<file path="config.mk">
export PLATFORM = sky130hd
export DESIGN_NAME = adc_control_register_bank
export DESIGN_NICKNAME = d
export VERILOG_FILES = /design/src/verilog/adc_regs_pkg.sv /design/src/verilog/adc_control_register_bank.sv
export SDC_FILE = /design/constraint.sdc
export NUM_CORES = 1
export LEC_CHECK = 0
export BUFFER_PORTS_ARGS = -buffer_cell sky130_fd_sc_hd__buf_2
export CAP_MARGIN = 20
export CORE_ASPECT_RATIO = 1.25
export CORE_MARGIN = 3
export CORE_UTILIZATION = 40
export CTS_CLUSTER_SIZE = 25
export DETAILED_ROUTE_END_ITERATION = 8
export PLACE_DENSITY = 0.56
export REMOVE_ABC_BUFFERS = 1
export SYNTH_ARGS = -nofsm -noshare
export SYNTH_HDL_FRONTEND = slang
export SYNTH_SLANG_ARGS = --single-unit
</file>
<file path="constraint.sdc">
create_clock -name clk -period 4 [get_ports clk]
set_input_delay 0.2 -clock clk [delete_from_list [all_inputs] [get_ports clk]]
set_output_delay 0.2 -clock clk [all_outputs]
set_load 0.02 [all_outputs]
</file>
<file path="src/verilog/adc_regs_pkg.sv">
package adc_regs_pkg;

  // Register addresses on the 13-bit serial address field.
  localparam logic [12:0] ADDR_PORT_CFG   = 13'h000;
  localparam logic [12:0] ADDR_PART_ID    = 13'h001;
  localparam logic [12:0] ADDR_GRADE      = 13'h002;
  localparam logic [12:0] ADDR_CHAN_SEL   = 13'h005;
  localparam logic [12:0] ADDR_POWER      = 13'h008;
  localparam logic [12:0] ADDR_SYNTH_EN   = 13'h009;
  localparam logic [12:0] ADDR_SYNTH_CTL  = 13'h00a;
  localparam logic [12:0] ADDR_IN_BW      = 13'h00f;
  localparam logic [12:0] ADDR_OUT_MODE   = 13'h014;
  localparam logic [12:0] ADDR_OUT_DRIVE  = 13'h015;
  localparam logic [12:0] ADDR_OUT_CLOCK  = 13'h016;
  localparam logic [12:0] ADDR_REF_SEL    = 13'h018;
  localparam logic [12:0] ADDR_RATE_CORR  = 13'h101;
  localparam logic [12:0] ADDR_OVERRANGE  = 13'h111;
  localparam logic [12:0] ADDR_CORR_CTL   = 13'h112;
  localparam logic [12:0] ADDR_CORR_FORCE = 13'h113;

  // Field positions.
  localparam int BIT_ORDER_HI   = 6;
  localparam int BIT_ORDER_LO   = 1;
  localparam int DEFAULT_CMD_HI = 5;
  localparam int DEFAULT_CMD_LO = 2;
  localparam int SYNTH_EN_BIT   = 2;
  localparam int LOCK_BIT       = 7;
  localparam int AUTOBAND_BIT   = 6;
  localparam int INTERLEAVE_BIT = 5;
  localparam int TRISTATE_BIT   = 4;
  localparam int INVERT_BIT     = 2;
  localparam int EXT_REF_BIT    = 6;
  localparam int QUAD_CORR_BIT  = 6;
  localparam int FILTER_IND_BIT = 7;

  // Reset values and fixed read values.
  localparam logic [7:0] PORT_CFG_FIXED  = 8'h18;
  localparam logic [7:0] OUT_DRIVE_RESET = 8'h02;
  localparam logic [7:0] REG_RESET       = 8'h00;

  // Channel select codes.
  localparam logic [1:0] CHAN_BOTH0 = 2'h0;
  localparam logic [1:0] CHAN_A     = 2'h1;
  localparam logic [1:0] CHAN_B     = 2'h2;
  localparam logic [1:0] CHAN_BOTH3 = 2'h3;

  // Power state codes.
  localparam logic [1:0] PWR_NORMAL  = 2'h0;
  localparam logic [1:0] PWR_LOCAL   = 2'h1;
  localparam logic [1:0] PWR_STANDBY = 2'h2;
  localparam logic [1:0] PWR_SLEEP   = 2'h3;

  // Grade codes.
  localparam logic [7:0] GRADE_10MHZ = 8'h00;
  localparam logic [7:0] GRADE_5MHZ  = 8'h10;
  localparam logic [7:0] GRADE_2M5HZ = 8'h20;

  // Frame lengths: 16 instruction bits, 8 data bits.
  localparam int HDR_BITS  = 16;
  localparam int DATA_BITS = 8;

  // Decoded control fields handed to the converter core.
  typedef struct packed {
    logic [1:0] powerStateSel;
    logic       synthEnable;
    logic       synthAutoband;
    logic [5:0] synthMultiplier;
    logic       externalRefSel;
    logic       quadCorrEnable;
    logic [5:0] outputRateSel;
    logic [2:0] coefFreeze;
    logic [2:0] corrDisable;
    logic [2:0] coefForce;
    logic       chanAWrite;
    logic       chanBWrite;
  } core_ctrl_type;

endpackage

</file>
<file path="src/verilog/adc_control_register_bank.sv">
// Operation
// [RULE1] Bit-order bit picks MSB or LSB first
// [RULE2] Default command resets all but three registers
// [RULE3] Grade field reports bandwidth option code
// [RULE4] Channel select steers channel register writes
// [RULE5] Power field selects normal, down, standby, sleep
// [RULE6] Lock bit reads live loop lock
// [RULE7] Autoband bit and six-bit multiplier field
// [RULE8] Interleave puts both channels on bus A
// [RULE9] Tristate bit floats data output pins
// [RULE10] Invert bit inverts every output bit
// [RULE11] Reference bit selects external reference
// [RULE12] Rate register bit enables quadrature correction
// [RULE13] Low six bits select output rate
// [RULE14] Indicator bit routes filter resets to pin
// [RULE15] Freeze bits hold dc, phase, gain coefficients
// [RULE16] Disable bits turn off each correction
// [RULE17] Force bits load initial static coefficients
// [RULE18] Host drives clock, select; data pin shared
// [RULE19] Lock bit live, writes ignored
// [RULE20] Identifier and grade registers are read-only
`timescale 1ns/1ps
`default_nettype none

module adc_control_register_bank #(
  parameter logic [7:0] PART_ID = 8'h5a,  // Arbitrary neutral identifier value.
  parameter logic [1:0] GRADE   = 2'h0
) (
  // Clock and reset.
  input  wire logic                        clk,
  input  wire logic                        rst_b,
  // Serial port pins.
  input  wire logic                        serialClock,
  input  wire logic                        serial_select_n,
  input  wire logic                        serialDataIn,
  output logic                             serialDataOut,
  output logic                             serialDataOe,
  // Converter core status.
  input  wire logic                        synthLocked,
  input  wire logic                        filterResetA,
  input  wire logic                        filterResetB,
  input  wire logic                        overrangeA,
  input  wire logic                        overrangeB,
  input  wire logic [15:0]                 sampleA,
  input  wire logic [15:0]                 sampleB,
  // Converter controls and output pins.
  output adc_regs_pkg::core_ctrl_type      coreCtrl,
  output logic                             overrangePinA,
  output logic                             overrangePinB,
  output logic [15:0]                      dataOutA,
  output logic [15:0]                      dataOutB,
  output logic                             dataOutOe
);

  typedef enum logic [2:0] {
    IDLE = 3'b001,
    HDR  = 3'b010,
    DATA = 3'b100
  } phase_type;

  // Synchronised pin copies.
  logic [1:0] sclkSync;
  logic [1:0] csSync;
  logic [1:0] sdiSync;
  logic       sclkLast;
  logic       sclkRise;
  logic       sclkFall;
  logic       csActive;

  // Serial engine state.
  phase_type  phase;
  logic [4:0] bitCount;
  logic [15:0] shiftIn;
  logic [7:0] shiftOut;
  logic       readOp;
  logic [12:0] addr;
  logic       writeStrobe;
  logic [7:0] writeData;
  logic [15:0] next_hdr;
  logic [7:0] next_data;
  logic [7:0] readData;

  // Register storage.
  logic [7:0] portCfg;
  logic [1:0] chanSel;
  logic [1:0] powerSel;
  logic       synthEn;
  logic [6:0] synthCtl;
  logic [1:0] inputBw;
  logic [7:0] outMode;
  logic [7:0] outDrive;
  logic [7:0] outClock;
  logic [7:0] refSel;
  logic [7:0] rateCorr;
  logic [7:0] overrange;
  logic [5:0] corrCtl;
  logic [2:0] corrForce;
  logic       bit_order_sel;
  logic       defaultCmd;
  logic       interleaveSel;
  logic       interleavePhase;

  // Two flip-flops on every serial port pin before any logic reads it.
  always_ff @(posedge clk or negedge rst_b)
  begin
    if (!rst_b)
    begin
      sclkSync <= 2'h0;
      csSync   <= 2'h3;
      sdiSync  <= 2'h0;
      sclkLast <= 1'b0;
    end
    else
    begin
      sclkSync <= {sclkSync[0], serialClock};      // RULE18
      csSync   <= {csSync[0], serial_select_n};    // RULE18
      sdiSync  <= {sdiSync[0], serialDataIn};
      sclkLast <= sclkSync[1];
    end
  end

  // Edge and select decode from the second stages only.
  assign sclkRise   = sclkSync[1] & ~sclkLast;
  assign sclkFall   = ~sclkSync[1] & sclkLast;
  assign csActive   = ~csSync[1];
  assign bit_order_sel   = portCfg[adc_regs_pkg::BIT_ORDER_HI] | portCfg[adc_regs_pkg::BIT_ORDER_LO];
  assign defaultCmd = portCfg[adc_regs_pkg::DEFAULT_CMD_HI] | portCfg[adc_regs_pkg::DEFAULT_CMD_LO];

  // Incoming bit appended according to the chosen bit order.
  always_comb
  begin
    next_hdr  = bit_order_sel ? {sdiSync[1], shiftIn[15:1]} : {shiftIn[14:0], sdiSync[1]}; // RULE1
    next_data = bit_order_sel ? {sdiSync[1], shiftIn[7:1]} : {shiftIn[6:0], sdiSync[1]};   // RULE1
  end

  // Frame sequencer: header, then one data byte per address.
  always_ff @(posedge clk or negedge rst_b)
  begin
    if (!rst_b)
    begin
      phase       <= IDLE;
      bitCount    <= 5'h00;
      shiftIn     <= 16'h0000;
      readOp      <= 1'b0;
      addr        <= 13'h0000;
      writeStrobe <= 1'b0;
      writeData   <= 8'h00;
    end
    else
    begin
      writeStrobe <= 1'b0;
      if (!csActive)
      begin
        phase    <= IDLE;
        bitCount <= 5'h00;
      end
      else
      begin
        case (phase)
          IDLE:
          begin
            phase    <= HDR;
            bitCount <= 5'h00;
          end
          HDR:
          begin
            if (sclkRise)
            begin
              shiftIn <= next_hdr;
              if (bitCount == 5'(adc_regs_pkg::HDR_BITS - 1))
              begin
                // Header is R/W, two length bits, thirteen address bits; the shifter
                // already restores the bit order, so both modes decode alike.
                readOp   <= next_hdr[15];
                addr     <= next_hdr[12:0];
                bitCount <= 5'h00;
                phase    <= DATA;
              end
              else
              begin
                bitCount <= bitCount + 5'h01;
              end
            end
          end
          DATA:
          begin
            if (sclkRise)
            begin
              shiftIn <= {8'h00, next_data};
              if (bitCount == 5'(adc_regs_pkg::DATA_BITS - 1))
              begin
                bitCount    <= 5'h00;
                writeStrobe <= ~readOp;
                writeData   <= next_data;
                // Streaming walks down in MSB mode and up in LSB mode.
                addr        <= bit_order_sel ? addr + 13'h0001 : addr - 13'h0001;
              end
              else
              begin
                bitCount <= bitCount + 5'h01;
              end
            end
          end
          default:
          begin
            phase <= IDLE;
          end
        endcase
      end
    end
  end

  // Read multiplexer; unmapped addresses read zero.
  always_comb
  begin
    case (addr)
      adc_regs_pkg::ADDR_PORT_CFG:   readData = portCfg | adc_regs_pkg::PORT_CFG_FIXED;
      adc_regs_pkg::ADDR_PART_ID:    readData = PART_ID;                       // RULE20
      adc_regs_pkg::ADDR_GRADE:      readData = {2'h0, GRADE, 4'h0};           // RULE3
      adc_regs_pkg::ADDR_CHAN_SEL:   readData = {6'h00, chanSel};
      adc_regs_pkg::ADDR_POWER:      readData = {6'h00, powerSel};
      adc_regs_pkg::ADDR_SYNTH_EN:   readData = {5'h00, synthEn, 2'h0};
      adc_regs_pkg::ADDR_SYNTH_CTL:  readData = {synthLocked, synthCtl};       // RULE6 RULE19
      adc_regs_pkg::ADDR_IN_BW:      readData = {1'b0, inputBw, 5'h00};
      adc_regs_pkg::ADDR_OUT_MODE:   readData = outMode;
      adc_regs_pkg::ADDR_OUT_DRIVE:  readData = outDrive;
      adc_regs_pkg::ADDR_OUT_CLOCK:  readData = outClock;
      adc_regs_pkg::ADDR_REF_SEL:    readData = refSel;
      adc_regs_pkg::ADDR_RATE_CORR:  readData = rateCorr;
      adc_regs_pkg::ADDR_OVERRANGE:  readData = overrange;
      adc_regs_pkg::ADDR_CORR_CTL:   readData = {2'h0, corrCtl};
      adc_regs_pkg::ADDR_CORR_FORCE: readData = {5'h00, corrForce};
      default:                       readData = 8'h00;
    endcase
  end

  // Readback shifter: loads at the end of the header, shifts on falling edges.
  always_ff @(posedge clk or negedge rst_b)
  begin
    if (!rst_b)
    begin
      shiftOut     <= 8'h00;
      serialDataOe <= 1'b0;
    end
    else if (!csActive || !readOp || phase != DATA)
    begin
      serialDataOe <= 1'b0;
      shiftOut     <= readData;
    end
    else
    begin
      serialDataOe <= 1'b1;                                                    // RULE18
      if (sclkFall && bitCount != 5'h00)
      begin
        shiftOut <= bit_order_sel ? {1'b0, shiftOut[7:1]} : {shiftOut[6:0], 1'b0}; // RULE1
      end
      else if (sclkFall)
      begin
        shiftOut <= readData;
      end
    end
  end

  assign serialDataOut = bit_order_sel ? shiftOut[0] : shiftOut[7];

  // Port configuration; mirrored bits are written as a pair, default bits self-clear.
  always_ff @(posedge clk or negedge rst_b)
  begin
    if (!rst_b)
    begin
      portCfg <= adc_regs_pkg::REG_RESET;
    end
    else if (writeStrobe && (bit_order_sel ? addr - 13'h0001 : addr + 13'h0001)
             == adc_regs_pkg::ADDR_PORT_CFG)
    begin
      portCfg <= writeData & 8'h66;
    end
    else if (defaultCmd)
    begin
      portCfg <= portCfg & 8'h42;                                              // RULE2
    end
  end

  // Synthesizer registers survive the default command.
  always_ff @(posedge clk or negedge rst_b)
  begin
    if (!rst_b)
    begin
      synthEn  <= 1'b0;
      synthCtl <= 7'h00;
    end
    else if (writeStrobe)
    begin
      if ((bit_order_sel ? addr - 13'h0001 : addr + 13'h0001) == adc_regs_pkg::ADDR_SYNTH_EN)
      begin
        synthEn <= writeData[adc_regs_pkg::SYNTH_EN_BIT];
      end
      if ((bit_order_sel ? addr - 13'h0001 : addr + 13'h0001) == adc_regs_pkg::ADDR_SYNTH_CTL)
      begin
        synthCtl <= writeData[6:0];                                            // RULE7 RULE19
      end
    end
  end

  // General registers; the default command returns them to reset values.
  always_ff @(posedge clk or negedge rst_b)
  begin
    if (!rst_b)
    begin
      chanSel   <= 2'h0;
      powerSel  <= adc_regs_pkg::PWR_NORMAL;
      inputBw   <= 2'h0;
      outMode   <= adc_regs_pkg::REG_RESET;
      outDrive  <= adc_regs_pkg::OUT_DRIVE_RESET;
      outClock  <= adc_regs_pkg::REG_RESET;
      refSel    <= adc_regs_pkg::REG_RESET;
      rateCorr  <= adc_regs_pkg::REG_RESET;
      overrange <= adc_regs_pkg::REG_RESET;
      corrCtl   <= 6'h00;
      corrForce <= 3'h0;
    end
    else if (defaultCmd)
    begin
      chanSel   <= 2'h0;                                                       // RULE2
      powerSel  <= adc_regs_pkg::PWR_NORMAL;
      inputBw   <= 2'h0;
      outMode   <= adc_regs_pkg::REG_RESET;
      outDrive  <= adc_regs_pkg::OUT_DRIVE_RESET;
      outClock  <= adc_regs_pkg::REG_RESET;
      refSel    <= adc_regs_pkg::REG_RESET;
      rateCorr  <= adc_regs_pkg::REG_RESET;
      overrange <= adc_regs_pkg::REG_RESET;
      corrCtl   <= 6'h00;
      corrForce <= 3'h0;
    end
    else if (writeStrobe)
    begin
      case (bit_order_sel ? addr - 13'h0001 : addr + 13'h0001)
        adc_regs_pkg::ADDR_CHAN_SEL:   chanSel   <= writeData[1:0];            // RULE4
        adc_regs_pkg::ADDR_POWER:      powerSel  <= writeData[1:0];            // RULE5
        adc_regs_pkg::ADDR_IN_BW:      inputBw   <= writeData[6:5];
        adc_regs_pkg::ADDR_OUT_MODE:   outMode   <= writeData & 8'hb7;
        adc_regs_pkg::ADDR_OUT_DRIVE:  outDrive  <= writeData & 8'h0f;
        adc_regs_pkg::ADDR_OUT_CLOCK:  outClock  <= writeData & 8'h80;
        adc_regs_pkg::ADDR_REF_SEL:    refSel    <= writeData & 8'h40;         // RULE11
        adc_regs_pkg::ADDR_RATE_CORR:  rateCorr  <= writeData & 8'h7f;         // RULE12 RULE13
        adc_regs_pkg::ADDR_OVERRANGE:  overrange <= writeData;                 // RULE14
        adc_regs_pkg::ADDR_CORR_CTL:   corrCtl   <= writeData[5:0];            // RULE15 RULE16
        adc_regs_pkg::ADDR_CORR_FORCE: corrForce <= writeData[2:0];            // RULE17
        default:                       chanSel   <= chanSel;                   // RULE20
      endcase
    end
  end

  // Control fields to the converter core.
  always_comb
  begin
    coreCtrl.powerStateSel   = powerSel;                                       // RULE5
    coreCtrl.synthEnable     = synthEn;
    coreCtrl.synthAutoband   = synthCtl[adc_regs_pkg::AUTOBAND_BIT];           // RULE7
    coreCtrl.synthMultiplier = synthCtl[5:0];                                  // RULE7
    coreCtrl.externalRefSel  = refSel[adc_regs_pkg::EXT_REF_BIT];              // RULE11
    coreCtrl.quadCorrEnable  = rateCorr[adc_regs_pkg::QUAD_CORR_BIT];          // RULE12
    coreCtrl.outputRateSel   = rateCorr[5:0];                                  // RULE13
    coreCtrl.coefFreeze      = corrCtl[5:3];                                   // RULE15
    coreCtrl.corrDisable     = corrCtl[2:0];                                   // RULE16
    coreCtrl.coefForce       = corrForce;                                      // RULE17
    coreCtrl.chanAWrite      = chanSel != adc_regs_pkg::CHAN_B;                // RULE4
    coreCtrl.chanBWrite      = chanSel != adc_regs_pkg::CHAN_A;                // RULE4
  end

  assign interleaveSel = outMode[adc_regs_pkg::INTERLEAVE_BIT];

  // Output data path: interleave alternates channels on bus A, invert applies last.
  always_ff @(posedge clk or negedge rst_b)
  begin
    if (!rst_b)
    begin
      interleavePhase <= 1'b0;
      dataOutA        <= 16'h0000;
      dataOutB        <= 16'h0000;
      dataOutOe       <= 1'b0;
      overrangePinA   <= 1'b0;
      overrangePinB   <= 1'b0;
    end
    else
    begin
      interleavePhase <= interleaveSel & ~interleavePhase;
      dataOutA <= (interleaveSel && interleavePhase ? sampleB : sampleA)     // RULE8
                  ^ {16{outMode[adc_regs_pkg::INVERT_BIT]}};                 // RULE10
      dataOutB <= sampleB ^ {16{outMode[adc_regs_pkg::INVERT_BIT]}};         // RULE10
      dataOutOe <= ~outMode[adc_regs_pkg::TRISTATE_BIT];                     // RULE9
      overrangePinA <= overrangeA
                       | (overrange[adc_regs_pkg::FILTER_IND_BIT] & filterResetA); // RULE14
      overrangePinB <= overrangeB
                       | (overrange[adc_regs_pkg::FILTER_IND_BIT] & filterResetB); // RULE14
    end
  end

  // Tristate bit takes the output enable off one cycle later.
  a_tristate_follows: assert property (@(posedge clk) disable iff (!rst_b)
    outMode[adc_regs_pkg::TRISTATE_BIT] |=> !dataOutOe)                     // RULE9
    else $error("Data outputs driven while tristate bit set.");

  // Invert bit gives the complement of channel B on bus B.
  a_invert_applies: assert property (@(posedge clk) disable iff (!rst_b)
    outMode[adc_regs_pkg::INVERT_BIT] |=> dataOutB == ~$past(sampleB))       // RULE10
    else $error("Output data not inverted.");

  // Lock bit in readback equals the live lock input.
  a_lock_live: assert property (@(posedge clk) disable iff (!rst_b)
    addr == adc_regs_pkg::ADDR_SYNTH_CTL |-> readData[adc_regs_pkg::LOCK_BIT] == synthLocked) // RULE6
    else $error("Lock bit does not follow the loop.");

  // Channel A select enables channel A writes and not channel B.
  a_channel_route: assert property (@(posedge clk) disable iff (!rst_b)
    (chanSel == adc_regs_pkg::CHAN_A) |-> (coreCtrl.chanAWrite && !coreCtrl.chanBWrite)) // RULE4
    else $error("Channel A select routed wrongly.");

  // Default command returns general registers to reset values but keeps the synthesizer.
  a_default_keeps: assert property (@(posedge clk) disable iff (!rst_b)
    defaultCmd && !writeStrobe |=> outMode == 8'h00 && synthCtl == $past(synthCtl)) // RULE2
    else $error("Default command effect wrong.");

  // Filter reset indication reaches the pin when enabled.
  a_filter_pin: assert property (@(posedge clk) disable iff (!rst_b)
    overrange[adc_regs_pkg::FILTER_IND_BIT] && filterResetA |=> overrangePinA) // RULE14
    else $error("Filter reset not shown on pin.");

  // Data pin is driven only while reading.
  a_sdo_read_only: assert property (@(posedge clk) disable iff (!rst_b)
    serialDataOe |-> $past(readOp) || readOp)                                 // RULE18
    else $error("Data pin driven outside readback.");

  // Interleave alternates the two channels on bus A.
  a_interleave_alt: assert property (@(posedge clk) disable iff (!rst_b)
    interleaveSel && interleavePhase && !outMode[adc_regs_pkg::INVERT_BIT]
    |=> dataOutA == $past(sampleB))                                           // RULE8
    else $error("Interleave did not place channel B on bus A.");

endmodule

`default_nettype wire

</file>
==> flow_summary_export.csv <==
group,metric,value,unit
status,status,"finished, final reports clean",
setup_path,arrival,3790,ps
yosys,synthFlopType,"dfrtp_1",
sta,setup-tns-final,0,ps
setup_path,cp.required,4300,ps
yosys,synth_edf_count,0,
finish,finish.instance_area,9660,µm²
cts,cts_setup_buffers,0,
sta,hold_violations,0,
setup_path,path_class,"reg2reg",
sta,fin_crit,3490,ps
die,ios,108,
cts,cts_root_buf,"clkbuf_16",
power,p_leak,4.67,nW
placed_design,dpl_cell_area,8810,µm²
finish,area.growth.synth_to_final,19.6,%
power,switching_share,30.8,%
die,fp.dieW,133,µm
finish,multi_input_area,3930,µm²
global_route,grt_start_max_net_pins,92,
drt,firstDrtPassIters,6,
placed_design,gp_congestion,0.867,
placed_design,dpl_worst_slack,512,ps
yosys,yosysTopAreaCellShare,46.2,%
drt,drc,0,
drt,drtAntennaViolNets,0,
cts,tritoncts,"built",
sta,final_max_slew_viol_count,0,
global_route,grt_pass1_wl,34700,µm
global_route,overflow,0,
yosys,yosysWarningCount,0,
sta,worstMarginPinSlew,960,ps
power,switchingPower,1.28,mW
sta,max_freq,287,MHz
finish,layout.cells.non_filler,1212,
yosys,synth_most_common_cell,"dfrtp_1",
drt,vias_per_cell,5.35,
cts,numCtsBuffers,17,
setup_path,crit_path_top_delay_cell,"or4_1",
drt,drt-total-wl,21600,µm
power,powerDensity,428,nW/µm²
setup_path,path_buf_inv,0,
sta,maxSlewHeadroom,36.0,%
yosys,yosys_register_bits,153,
yosys,netlist_top_cells_count,"dfrtp_1, nand2_1, mux2i_1, nor2_1, a21oi_1",
global_route,antenna_found_initial,0,
sta,finalWorstSetupSlack,511,ps
power,peakVddDrop,0.313,mV
cts,ctsResizeCount,0,
cts,clockBufferDepth,2,
cts,clock_latency,430,ps
yosys,synth_area_leaders,"dfrtp_1, mux2i_1, nand2_1",
power,p_comb_share,18.3,%
drt,drt_iter0_drc,456,
finish,drive_gt1_share,20.3,%
die,row_count,57,
global_route,grt_pass1_vias,6352,
finish,fin_nets,985,
setup_path,cpLargestDelayFamily,"simple AND/OR/NAND/NOR gates",
cts,cts_sinks,153,
cts,htree_levels,4,
power,p_seq_share,41.6,%
hold_path,hold_path.class,"in2reg",
yosys,synth_cell_types,63,
placed_design,numPlacedInstances,1156,
cts,clkSlewWorstSetupHoldPaths,70,ps
finish,antenna_cells,0,
setup_path,reg2reg_slack,510,ps
sta,post-route-period-util,87.2,%
setup_path,path_cells,"ha_1 -> nand3_1 -> nor4_1 -> xnor2_1 -> nand2_1 -> o22a_1 -> or4_1 -> mux2i_1",
flow_run,maxCapViolCount,0,
power,total_power,4.14,mW
yosys,netlist_area,8080,µm²
sta,setup_viol,0,
setup_path,path_max_fanout,14,
placed_design,numPortBuffers,107,
setup_path,end_kind,"flop",
sta,rsz0062_at_grt,"no",
die,core,19600,µm²
yosys,yosysTopAreaCell,"dfrtp_1",
yosys,syn_avg_cell_area,9.71,µm²
sta,skew,8.57,ps
setup_path,max_stage_delay,820,ps
finish,seq_area,3830,µm²
finish,nFillCells,1843,
setup_path,startpoint_type,"flop",
yosys,syn_inst,832,
die,dieArea,22000,µm²
finish,final_core_util,49.3,%
power,pwr-share-clk,40.1,%
placed_design,dp_hpwl,15300,µm
yosys,async_flop_share,100,%
power,p_int,2.86,mW
drt,vias,6488,
die,die_h,165,µm
yosys,synth.yosys.seq_area_share,47.5,%
global_route,grtUsageTotal,20.0,%
sta,hold-worst-slack,67.1,ps
die,initial_core_util,41.2,%
drt,routedWlPerCell,17.8,µm
[per-layer routing]
metal  global-route usage (%)  vias to the layer above  part of all wire [%]
li1                         -                     3120                     -
met1                     25.9                     3189                    44
met2                     33.5                      143                    49
met3                     3.17                       36                   3.4
met4                     8.42                        0                   3.1
met5                        0                        -                     0
[logic make-up after synthesis]
logic type | count (synthesis) | synth area share, %
AO/OA/AOI/OAI | 155 | 12.5
XOR/XNOR | 50 | 5.42
multiplexers | 87 | 11.0
flip-flops | 153 | 47.5
buffers and inverters | 76 | 4.13
adder cells (fa/ha/maj) | 9 | 1.39
AND/OR/NAND/NOR | 302 | 18.1
[worst min-delay path, cell delays in order]
cell     delay [ps]
buf_2            70
mux2i_1          70
xnor2_1         120
[layout by cell type, fill, tap and decap left out, drive strengths merged, types with 5 or more instances in the layout]
cell	netlist	routed
dlygate4sd3	0	24
a22oi	7	7
nor2b	12	12
buf	18	122
and2	5	5
nand2b	10	10
nand2	133	133
nand4	5	5
nor3	12	12
o31ai	5	5
xnor2	26	26
a21oi	47	47
o21ai	35	35
ha	9	9
inv	13	19
dfrtp	149	149
clkbuf	45	19
clkinv	0	5
a22o	6	6
or4	9	9
mux2i	74	74
nor2	49	49
nor4	14	14
xor2	24	24
and3	16	16
nand3	22	22
o22a	8	8
mux2	13	13
a31oi	9	9
[sequential cells by signal, indices dropped and copies added, names as in the netlist, 8 cells and up]
register	cells
shiftIn	16
dataOutA	16
addr	13
shiftOut	8
writeData	8
overrange	8
dataOutB	16
[final timing paths]
path / from / end / depth (start not counted)
worst max-delay path: addr[0]$_DFFE_PN0P_ / rateCorr[1]$_DFFE_PN0P_ / 8
worst min-delay path: sampleA[7] / dataOutA[7]$_DFF_PN0_ / 3
worst max register to register: addr[0]$_DFFE_PN0P_ / rateCorr[1]$_DFFE_PN0P_ / 8
worst min register to register: sclkSync[0]$_DFF_PN0_ / sclkSync[1]$_DFF_PN0_ / 0
max in group asynchronous: rst_b / outDrive[1]$_DFFE_PN1P_ / 3
min in group asynchronous: rst_b / shiftOut[4]$_DFFE_PN0P_ / 2
[layout make-up]
cell class | count | area share [%]
clock buffers | 19 | 4.69
clock inverters | 13 | 1.61
inverters | 13 | 0.505
multi-input cells | 603 | 40.7
flip-flops and latches | 153 | 39.7
well taps | 265 | 3.43
repair buffers | 146 | 9.39
[power by group through the flow]
stage	registers (mW)	clock network (mW)	logic (mW)
2_1_floorplan	1.75	0	0.437
3_3_place_gp	1.75	0	0.738
3_5_place_dp	1.75	0	0.734
4_1_cts	1.72	1.70	0.755
5_1_grt	1.74	1.76	0.839
6_report	1.72	1.66	0.756
[what timing repair did]
action	CTS	global route
hold buffers	24	0
setup endpoints to repair	0	0
hold endpoints to repair	108	0
Power figures use the tool's default switching activity.
